<file path="src/verilog/ee_pkg.sv">
// Shared constants and types for the three-wire serial EEPROM link
package ee_pkg;

  // ----------------------------------------------------------------------
  // Opcodes and extended address prefixes
  // ----------------------------------------------------------------------
  localparam logic       START_BIT   = 1'b1;
  localparam logic [1:0] OP_EXT      = 2'h0;
  localparam logic [1:0] OP_WRITE    = 2'h1;
  localparam logic [1:0] OP_READ     = 2'h2;
  localparam logic [1:0] OP_ERASE    = 2'h3;
  localparam logic [1:0] EXT_DISABLE = 2'h0;
  localparam logic [1:0] EXT_WRALL   = 2'h1;
  localparam logic [1:0] EXT_ERALL   = 2'h2;
  localparam logic [1:0] EXT_ENABLE  = 2'h3;

  // ----------------------------------------------------------------------
  // Field sizes and reset values
  // ----------------------------------------------------------------------
  localparam int          ADDR_W8_1K  = 7;
  localparam int          DATA_W_BYTE = 8;
  localparam int          DATA_W_WORD = 16;
  localparam logic [15:0] ERASED_WORD = 16'hffff;

  // ----------------------------------------------------------------------
  // Timing
  // ----------------------------------------------------------------------
  localparam int CLK_PERIOD_NS          = 8;
  localparam int MIN_SELECT_LOW_TIME_NS = 250;
  localparam int MIN_SELECT_LOW_CYCLES  =
    (MIN_SELECT_LOW_TIME_NS + CLK_PERIOD_NS - 1) / CLK_PERIOD_NS;
  localparam int PROGRAM_CYCLE_TIME_US  = 10000;
  localparam int PROGRAM_CYCLE_CYCLES   =
    PROGRAM_CYCLE_TIME_US * 1000 / CLK_PERIOD_NS;
  localparam int SHIFT_HALF_TIME_NS     = 250;
  localparam int SHIFT_HALF_CYCLES      =
    (SHIFT_HALF_TIME_NS + CLK_PERIOD_NS - 1) / CLK_PERIOD_NS;

  // ----------------------------------------------------------------------
  // Types
  // ----------------------------------------------------------------------
  typedef enum logic [2:0] {
    cmd_read            = 3'h0,
    program_enable_cmd  = 3'h1,
    program_disable_cmd = 3'h2,
    cmd_erase           = 3'h3,
    cmd_write           = 3'h4,
    erase_all_cmd       = 3'h5,
    write_all_cmd       = 3'h6
  } host_cmd_type;

  typedef enum logic [2:0] {
    D_IDLE   = 3'h0,
    D_OP     = 3'h1,
    D_ADDR   = 3'h2,
    D_DATA   = 3'h3,
    D_READ   = 3'h4,
    D_IGNORE = 3'h5
  } dev_state_type;

  typedef enum logic [2:0] {
    H_IDLE  = 3'h0,
    H_SHIFT = 3'h1,
    H_GAP   = 3'h2,
    H_POLL  = 3'h3,
    H_TAIL  = 3'h4
  } host_state_type;

endpackage
</file>
<file path="src/verilog/ee_link_if.sv">
// Three-wire serial link between host controller and EEPROM
`timescale 1ns/1ns
interface ee_link_if;
  logic chip_select;
  logic shift_clock;
  logic serial_in;
  logic word_size_select;
  logic serial_out;
  logic serial_out_en;
  logic serial_out_line;

  // Released output line floats high
  assign serial_out_line = serial_out_en ? serial_out : 1'b1;

  modport device (input  chip_select, shift_clock, serial_in,
                         word_size_select,
                  output serial_out, serial_out_en);
  modport host   (output chip_select, shift_clock, serial_in,
                         word_size_select,
                  input  serial_out_line);
endinterface

</file>
<file path="src/verilog/ee_device.sv">
// EEPROM end: command decoder, self-timed programming, array
`timescale 1ns/1ns
module ee_device #(
  parameter int ADDR_W8     = ee_pkg::ADDR_W8_1K,
  parameter bit IGNORE_MSB  = 1'b0,
  parameter int PROG_CYCLES = ee_pkg::PROGRAM_CYCLE_CYCLES
) (
  // Clock and reset
  input  wire logic   sys_clk,
  input  wire logic   rstn,
  // Link
  ee_link_if.device   link,
  // User-side status
  output logic        prog_busy,
  output logic        prog_enabled
);

  localparam int IDX_W = ADDR_W8 - 1 - (IGNORE_MSB ? 1 : 0);
  localparam int NW    = 2 ** IDX_W;

  // ----------------------------------------------------------------------
  // Pin synchronisers
  // ----------------------------------------------------------------------
  logic [2:0] cs_sync_reg;
  logic [2:0] sk_sync_reg;
  logic [1:0] di_sync_reg;
  logic [1:0] org_sync_reg;

  // Two flops, third only for edge detection
  always_ff @(posedge sys_clk or negedge rstn)
  begin
    if (!rstn)
    begin
      cs_sync_reg  <= 3'h0;
      sk_sync_reg  <= 3'h0;
      di_sync_reg  <= 2'h0;
      org_sync_reg <= 2'h0;
    end
    else
    begin
      cs_sync_reg  <= {cs_sync_reg[1:0], link.chip_select};
      sk_sync_reg  <= {sk_sync_reg[1:0], link.shift_clock};
      di_sync_reg  <= {di_sync_reg[0], link.serial_in};
      org_sync_reg <= {org_sync_reg[0], link.word_size_select};
    end
  end

  // ----------------------------------------------------------------------
  // State
  // ----------------------------------------------------------------------
  ee_pkg::dev_state_type state_reg;
  logic [1:0]            op_reg;
  logic [ADDR_W8-1:0]    addr_reg;
  logic [15:0]           data_reg;
  logic [15:0]           rsh_reg;
  logic [4:0]            cnt_reg;
  logic                  en_reg;
  logic                  busy_reg;
  logic [31:0]           pcnt_reg;
  logic                  pend_all_reg;
  logic [IDX_W-1:0]      pend_idx_reg;
  logic [15:0]           pend_data_reg;
  logic [1:0]            pend_mask_reg;
  logic [5:0]            low_cnt_reg;
  logic                  armed_reg;
  logic                  show_reg;
  logic                  so_reg;
  logic                  so_en_reg;
  logic [15:0]           mem [NW];

  // ----------------------------------------------------------------------
  // Decode
  // ----------------------------------------------------------------------
  wire cs_s      = cs_sync_reg[1];
  wire cs_rise   = cs_sync_reg[1] & ~cs_sync_reg[2];
  wire sk_rise   = cs_s & sk_sync_reg[1] & ~sk_sync_reg[2];
  wire di_s      = di_sync_reg[1];
  wire word_mode = org_sync_reg[1];

  // Field lengths from organisation
  wire [4:0] aw_last = word_mode ? 5'(ADDR_W8 - 2) : 5'(ADDR_W8 - 1);
  wire [4:0] dw_last = word_mode ? 5'(ee_pkg::DATA_W_WORD - 1)
                                 : 5'(ee_pkg::DATA_W_BYTE - 1);

  // Address as seen in the current cycle
  wire [ADDR_W8-1:0] addr_full = {addr_reg[ADDR_W8-2:0], di_s};
  wire [ADDR_W8-1:0] addr_src  = (state_reg == ee_pkg::D_ADDR) ? addr_full
                                                               : addr_reg;
  wire [1:0] ext = word_mode ? addr_src[ADDR_W8-2 -: 2]
                             : addr_src[ADDR_W8-1 -: 2];
  // Top address bit drops out when the index is narrower
  wire [IDX_W-1:0] idx  = word_mode ? addr_src[IDX_W-1:0]
                                    : addr_src[IDX_W:1];
  wire             lane = addr_src[0];

  wire [15:0] data_full = {data_reg[14:0], di_s};
  wire [15:0] wdata     = word_mode ? data_full
                                    : {data_full[7:0], data_full[7:0]};
  wire [15:0] rd_word   = mem[idx];
  wire [15:0] rd_load   = word_mode ? rd_word
                        : {(lane ? rd_word[15:8] : rd_word[7:0]), 8'h00};

  wire is_ext    = (op_reg == ee_pkg::OP_EXT);
  wire last_addr = sk_rise && state_reg == ee_pkg::D_ADDR
                   && cnt_reg == aw_last;
  wire last_data = sk_rise && state_reg == ee_pkg::D_DATA
                   && cnt_reg == dw_last;
  wire go_read   = last_addr && op_reg == ee_pkg::OP_READ;
  wire go_erase  = last_addr && op_reg == ee_pkg::OP_ERASE;
  wire go_erall  = last_addr && is_ext && ext == ee_pkg::EXT_ERALL;
  wire go_write  = last_data && op_reg == ee_pkg::OP_WRITE;
  wire go_wrall  = last_data && is_ext && ext == ee_pkg::EXT_WRALL;
  wire go_en     = last_addr && is_ext && ext == ee_pkg::EXT_ENABLE;
  wire go_dis    = last_addr && is_ext && ext == ee_pkg::EXT_DISABLE;
  wire need_data = op_reg == ee_pkg::OP_WRITE
                   || (is_ext && ext == ee_pkg::EXT_WRALL);

  // Programming accepted only when enabled and idle
  wire prog_req   = go_erase | go_erall | go_write | go_wrall;
  wire prog_start = prog_req && en_reg && !busy_reg;
  wire prog_done  = busy_reg && pcnt_reg == 32'h0;
  wire erase_op   = go_erase | go_erall;
  wire low_ok     = low_cnt_reg >= 6'(ee_pkg::MIN_SELECT_LOW_CYCLES);

  // Serial output next value
  wire so_next = go_read ? 1'b0
               : (state_reg == ee_pkg::D_READ && sk_rise) ? rsh_reg[15]
               : show_reg ? ~busy_reg
               : so_reg;
  wire so_en_next = cs_s && (go_read || state_reg == ee_pkg::D_READ
                             || show_reg);

  // ----------------------------------------------------------------------
  // Command sequencer
  // ----------------------------------------------------------------------
  always_ff @(posedge sys_clk or negedge rstn)
  begin
    if (!rstn)
    begin
      state_reg <= ee_pkg::D_IDLE;
      op_reg    <= 2'h0;
      addr_reg  <= '0;
      data_reg  <= 16'h0;
      rsh_reg   <= 16'h0;
      cnt_reg   <= 5'h0;
    end
    else if (!cs_s)
      state_reg <= ee_pkg::D_IDLE;
    else if (sk_rise)
    begin
      cnt_reg <= cnt_reg + 5'h1;
      case (state_reg)
        // Leading zeros skipped until the start bit
        ee_pkg::D_IDLE:
          if (di_s == ee_pkg::START_BIT)
          begin
            state_reg <= ee_pkg::D_OP;
            cnt_reg   <= 5'h0;
            addr_reg  <= '0;
          end
        ee_pkg::D_OP:
        begin
          op_reg <= {op_reg[0], di_s};
          if (cnt_reg == 5'h1)
          begin
            state_reg <= ee_pkg::D_ADDR;
            cnt_reg   <= 5'h0;
          end
        end
        ee_pkg::D_ADDR:
        begin
          addr_reg <= addr_full;
          if (cnt_reg == aw_last)
          begin
            cnt_reg   <= 5'h0;
            rsh_reg   <= rd_load;
            state_reg <= go_read ? ee_pkg::D_READ
                       : need_data ? ee_pkg::D_DATA : ee_pkg::D_IGNORE;
          end
        end
        ee_pkg::D_DATA:
        begin
          data_reg <= data_full;
          if (cnt_reg == dw_last)
            state_reg <= ee_pkg::D_IGNORE;
        end
        ee_pkg::D_READ:
          rsh_reg <= {rsh_reg[14:0], 1'b0};
        default:
          state_reg <= ee_pkg::D_IGNORE;
      endcase
    end
  end

  // ----------------------------------------------------------------------
  // Enable flag and self-timed programming cycle
  // ----------------------------------------------------------------------
  always_ff @(posedge sys_clk or negedge rstn)
  begin
    if (!rstn)
    begin
      en_reg        <= 1'b0;
      busy_reg      <= 1'b0;
      pcnt_reg      <= 32'h0;
      pend_all_reg  <= 1'b0;
      pend_idx_reg  <= '0;
      pend_data_reg <= 16'h0;
      pend_mask_reg <= 2'h0;
    end
    else
    begin
      if (go_en)
        en_reg <= 1'b1;
      else if (go_dis)
        en_reg <= 1'b0;
      if (prog_start)
      begin
        busy_reg      <= 1'b1;
        pcnt_reg      <= 32'(PROG_CYCLES - 1);
        pend_all_reg  <= go_erall | go_wrall;
        pend_idx_reg  <= idx;
        pend_data_reg <= erase_op ? ee_pkg::ERASED_WORD : wdata;
        pend_mask_reg <= (word_mode || go_erall || go_wrall) ? 2'h3
                       : (lane ? 2'h2 : 2'h1);
      end
      else if (prog_done)
        busy_reg <= 1'b0;
      else if (busy_reg)
        pcnt_reg <= pcnt_reg - 32'h1;
    end
  end

  // Array commit at end of cycle, one lane pair per word
  genvar gi;
  generate
    for (gi = 0; gi < NW; gi++)
    begin : g_word
      wire hit = prog_done && (pend_all_reg || pend_idx_reg == IDX_W'(gi));
      always_ff @(posedge sys_clk or negedge rstn)
      begin
        if (!rstn)
          mem[gi] <= ee_pkg::ERASED_WORD;
        else if (hit)
        begin
          if (pend_mask_reg[0])
            mem[gi][7:0] <= pend_data_reg[7:0];
          if (pend_mask_reg[1])
            mem[gi][15:8] <= pend_data_reg[15:8];
        end
      end
    end
  endgenerate

  // ----------------------------------------------------------------------
  // Ready/busy status and output drive
  // ----------------------------------------------------------------------
  always_ff @(posedge sys_clk or negedge rstn)
  begin
    if (!rstn)
    begin
      low_cnt_reg  <= 6'h0;
      armed_reg    <= 1'b0;
      show_reg     <= 1'b0;
      so_reg       <= 1'b0;
      so_en_reg    <= 1'b0;
      prog_busy    <= 1'b0;
      prog_enabled <= 1'b0;
    end
    else
    begin
      if (cs_s)
        low_cnt_reg <= 6'h0;
      else if (!low_ok)
        low_cnt_reg <= low_cnt_reg + 6'h1;
      // Status armed by a start, lost once the cycle ends or at the next select rise
      if (prog_start)
        armed_reg <= 1'b1;
      else if (prog_done || cs_rise)
        armed_reg <= 1'b0;
      if (cs_rise && armed_reg && busy_reg && low_ok)
        show_reg <= 1'b1;
      else if (!cs_s || (sk_rise && state_reg == ee_pkg::D_IDLE && di_s))
        show_reg <= 1'b0;
      so_reg       <= so_next;
      so_en_reg    <= so_en_next;
      prog_busy    <= busy_reg;
      prog_enabled <= en_reg;
    end
  end

  assign link.serial_out    = so_reg;
  assign link.serial_out_en = so_en_reg;

endmodule

</file>
<file path="src/flat_wrapper.sv">
// flat-port wrapper written by rule: the top's interface ports become plain ports
module ee_device_flat 
#(
  parameter int ADDR_W8     = ee_pkg::ADDR_W8_1K,
  parameter bit IGNORE_MSB  = 1'b0,
  parameter int PROG_CYCLES = ee_pkg::PROGRAM_CYCLE_CYCLES
)
  (sys_clk, rstn, prog_busy, prog_enabled, link_chip_select, link_shift_clock, link_serial_in, link_word_size_select, link_serial_out, link_serial_out_en);
  ee_link_if link_i ();
  input  wire logic sys_clk;
  input  wire logic rstn;
  output logic prog_busy;
  output logic prog_enabled;
  input wire logic [$bits(link_i.chip_select)-1:0] link_chip_select;
  input wire logic [$bits(link_i.shift_clock)-1:0] link_shift_clock;
  input wire logic [$bits(link_i.serial_in)-1:0] link_serial_in;
  input wire logic [$bits(link_i.word_size_select)-1:0] link_word_size_select;
  output wire logic [$bits(link_i.serial_out)-1:0] link_serial_out;
  output wire logic [$bits(link_i.serial_out_en)-1:0] link_serial_out_en;
  assign link_i.chip_select = link_chip_select;
  assign link_i.shift_clock = link_shift_clock;
  assign link_i.serial_in = link_serial_in;
  assign link_i.word_size_select = link_word_size_select;
  assign link_serial_out = link_i.serial_out;
  assign link_serial_out_en = link_i.serial_out_en;
  ee_device #(.ADDR_W8(ADDR_W8), .IGNORE_MSB(IGNORE_MSB), .PROG_CYCLES(PROG_CYCLES)) u_core (.sys_clk(sys_clk), .rstn(rstn), .link(link_i), .prog_busy(prog_busy), .prog_enabled(prog_enabled));
endmodule
</file>
<file path="config.mk">
export PLATFORM = sky130hd
export DESIGN_NAME = ee_device_flat
export DESIGN_NICKNAME = d
export VERILOG_FILES = /design/src/verilog/ee_pkg.sv /design/src/verilog/ee_link_if.sv /design/src/verilog/ee_device.sv /design/src/flat_wrapper.sv
export SDC_FILE = /design/constraint.sdc
export NUM_CORES = 2
export LEC_CHECK = 0
export ABC_AREA = 0
export BUFFER_PORTS_ARGS = -buffer_cell sky130_fd_sc_hd__buf_2
export CAP_MARGIN = 30
export CORE_MARGIN = 2
export CORE_UTILIZATION = 41
export CTS_BUF_LIST = sky130_fd_sc_hd__clkbuf_4
export DETAILED_ROUTE_END_ITERATION = 6
export SKIP_CTS_REPAIR_TIMING = 1
export SLEW_MARGIN = 40
export SYNTH_ARGS = -nofsm -noshare
export SYNTH_HDL_FRONTEND = slang
export SYNTH_SLANG_ARGS = --single-unit
</file>
<file path="constraint.sdc">
create_clock -name sys_clk -period 3.6 [get_ports sys_clk]
set_clock_uncertainty 0.1 [all_clocks]
set_input_delay 0.36 -clock sys_clk [delete_from_list [all_inputs] [get_ports sys_clk]]
set_output_delay 0.36 -clock sys_clk [all_outputs]
set_load 0.01 [all_outputs]
</file>
==> impl_metrics.ini <==
[sta]
timing.hold.ws_ns = 0.135
grt_setup_unrepaired = true
slew_violations = 0
max_slew.worst_pin.slew_ns = 0.858
timing.fmax_ghz = 0.280
setup_violations = 0
post-route-worst-setup-slack_ns = 0.0242
hold_viol = 0
max_slew_margin = 0.428
period_needed_ns = 3.58
final.setup.tns_ns = 0
timing.final.crit_share = 0.993

[cts]
cts_buffer_depth = 4
cts_buffers = 331
cts_tree = yes
clock_tree.root_cell = sky130_fd_sc_hd__clkbuf_4
cts_htree_levels = 5
insertion_delay_of_the_later_clocked_pin_in_the_worst_skew_pair_ns = 1.30
cts.sink_count = 1153
cts.reportedPaths.clkPinSlew_ns = 0.07

[placement]
dp_cells = 6518
dp.final_hpwl_um = 112000
pre_cts_ws_ns = -0.240
place_congestion = 0.911
placement.io_buffers = 9

[power_and_ir_drop]
totalPowerFinal_mw = 25.9
power.density_cell_area_nw_per_um2 = 386
vdd.ir_drop.worst_mv = 0.295
p_leak_nw = 27.7

[global_routing]
globalRouteTotalUtil = 0.236
grt_antenna_before_repair = 2
grt-ovfl-total = 0
global_route_wire_length_before_repair_um = 254000
maximum_number_of_pins_on_one_net_before_global_route_repair = 102
grt_pass1_vias = 40600

[setup_path]
critical_path_class = reg -> reg
max_stage_delay_ns = 0.43
timing.critical_path.required_ns = 4.61
timing.critical_path.max_delay_family = simple AND/OR/NAND/NOR gates
endpoint_type_of_the_worst_setup_path = register
critical_path.slowest_cell = sky130_fd_sc_hd__nor4_4
cp_cell_sequence = buf_12, clkinvlp_4, buf_4, nand4_1, nand3_4, buf_12, buf_4, nand3_1, nand4_1, nand4_1, nor4_4, buf_4, o21ai_0, mux2_2
critPathArrivalTime_ns = 4.59
critical_path.n_buffers_inverters = 6
timing.critical_path.fanout_max = 23
cp-start-kind = register
worst-path-stages = 14
reg2regPathDepth = 14

[final_layout]
drive_above_1_share = 0.614
flow.area_growth_from_synthesis_pct = 19.9
final_common_cell = sky130_fd_sc_hd__mux2_2
mostFrequentLayoutCells = sky130_fd_sc_hd__mux2_2, sky130_fd_sc_hd__dfstp_2, sky130_fd_sc_hd__nand2_1, sky130_fd_sc_hd__clkbuf_4, sky130_fd_sc_hd__buf_4
fin_nets = 5178
largest_register_ff_count = 1024
post_layout_nonfiller_instances = 7169

[floorplanning]
die_h_um = 374
die_x_um = 374
floorplan.core_area_sq_um = 135000
initial_core_util = 0.414
die_area_sq_um = 140000
floorplan.rows = 135
top_level_port_count = 10

[routing]
routed_wire_length_per_instance_um = 23.7
drc_errors = 0
antenna_violating_nets_post_route = 0
drt_iter0_markers = 3185
dr_total_vias = 40500
viasPerCell = 5.65
drt_first_pass_iters = 5
drt-total-wl_um = 170000

[yosys]
cell_count_after_synthesis = 4681
synth_cell_types = 79
synth-main-ff-cell = sky130_fd_sc_hd__dfstp_2
ys_ff_latch = 1153
yosys_warnings = 0
ys_async_sr_fraction = 1.00
number_of_enable_type_register_cells_in_the_synthesized_netlist = 0
postSynthNetCount = 4693
mappedNetlistArea_sq_um = 56000
post_synth.cell_area_avg_sq_um = 12.0
ys_seq_area_frac = 0.538

[hold_path]
hold_path_class = in -> reg
instance_count_along_the_most_critical_hold_path = 3

[status]
status = completed

[run]
cap_viol_max_count = 0
==> cell usage after synthesis, types with 66 or more instances <==
cell	number	share of area
sky130_fd_sc_hd__nor2_1	73	0.0049
sky130_fd_sc_hd__nand2_1	791	0.053
sky130_fd_sc_hd__clkbuf_1	257	0.017
sky130_fd_sc_hd__a21oi_1	118	0.011
sky130_fd_sc_hd__dfstp_2	1024	0.48
sky130_fd_sc_hd__nand3_1	262	0.023
sky130_fd_sc_hd__dfrtp_1	129	0.058
sky130_fd_sc_hd__mux2i_1	123	0.022
sky130_fd_sc_hd__nand4_1	88	0.0098
sky130_fd_sc_hd__mux2_2	1053	0.21
sky130_fd_sc_hd__a32oi_1	66	0.010
sky130_fd_sc_hd__nor2_4	91	0.018
==> power breakdown <==
part | internal, mW | total (mW) | switching, mW
clock | 6.40 | 11.9 | 5.53
sequential | 13.0 | 13.1 | 0.0232
combinational | 0.283 | 0.922 | 0.639
total | 19.7 | 25.9 | 6.20
==> area by class of cell <==
cell class                      count  area [sq um]
Fill cell                       12100         68300
Sequential cell                  1153         30200
Multi-Input combinational cell   3183         25100
Timing Repair Buffer              484          5600
Clock buffer                      485          3640
Tap cell                         1781          2230
Clock inverter                     63           352
Inverter                           13          52.6
Antenna cell                        7          17.5
==> routing by layer <==
metal	part of all wire	track usage
met3	0.055	0.0446
met4	0.033	0.0938
met5	0	0
met1	0.45	0.326
met2	0.47	0.363
==> worst min-delay path: stages <==
cell and delay (ns):
sky130_fd_sc_hd__dlygate4sd3_1 0.52, sky130_fd_sc_hd__buf_2 0.09, sky130_fd_sc_hd__dlygate4sd3_1 0.53
==> through the flow <==
| stage | cell area [sq um] | util |
|---|---|---|
| after floorplan | 56000 | - |
| after global placement | 61000 | 0.451 |
| after detailed placement | 61100 | 0.451 |
| after CTS | 65100 | 0.481 |
| after global routing | 67200 | 0.496 |
| final | 67200 | 0.496 |
==> cells by family after synthesis <==
logic type | after synthesis | share of synthesized area
xor gates and xnor gates | 15 | 0.00235
adders and majority gates | 6 | 0.00134
and+or+nand+nor | 1511 | 0.141
buffers and inverters | 348 | 0.0257
muxes | 1176 | 0.234
DFF | 1153 | 0.538
AOI/OAI and AO/OA | 472 | 0.0583
==> worst paths after layout <==
path	slack (ns)	start	endpoint
worst max-delay path	0.02	u_core.org_sync_reg[1]	u_core.rsh_reg[3]
worst min-delay path	0.14	link_chip_select	u_core.cs_sync_reg[0]
max in group asynchronous	1.94	rstn	u_core.mem[958]
min in group asynchronous	0.36	rstn	u_core.rsh_reg[11]
worst min register to register	0.25	u_core.cs_sync_reg[0]	u_core.cs_sync_reg[1]
worst max register to register	0.02	u_core.org_sync_reg[1]	u_core.rsh_reg[3]
(Power assumes the default switching activity.)
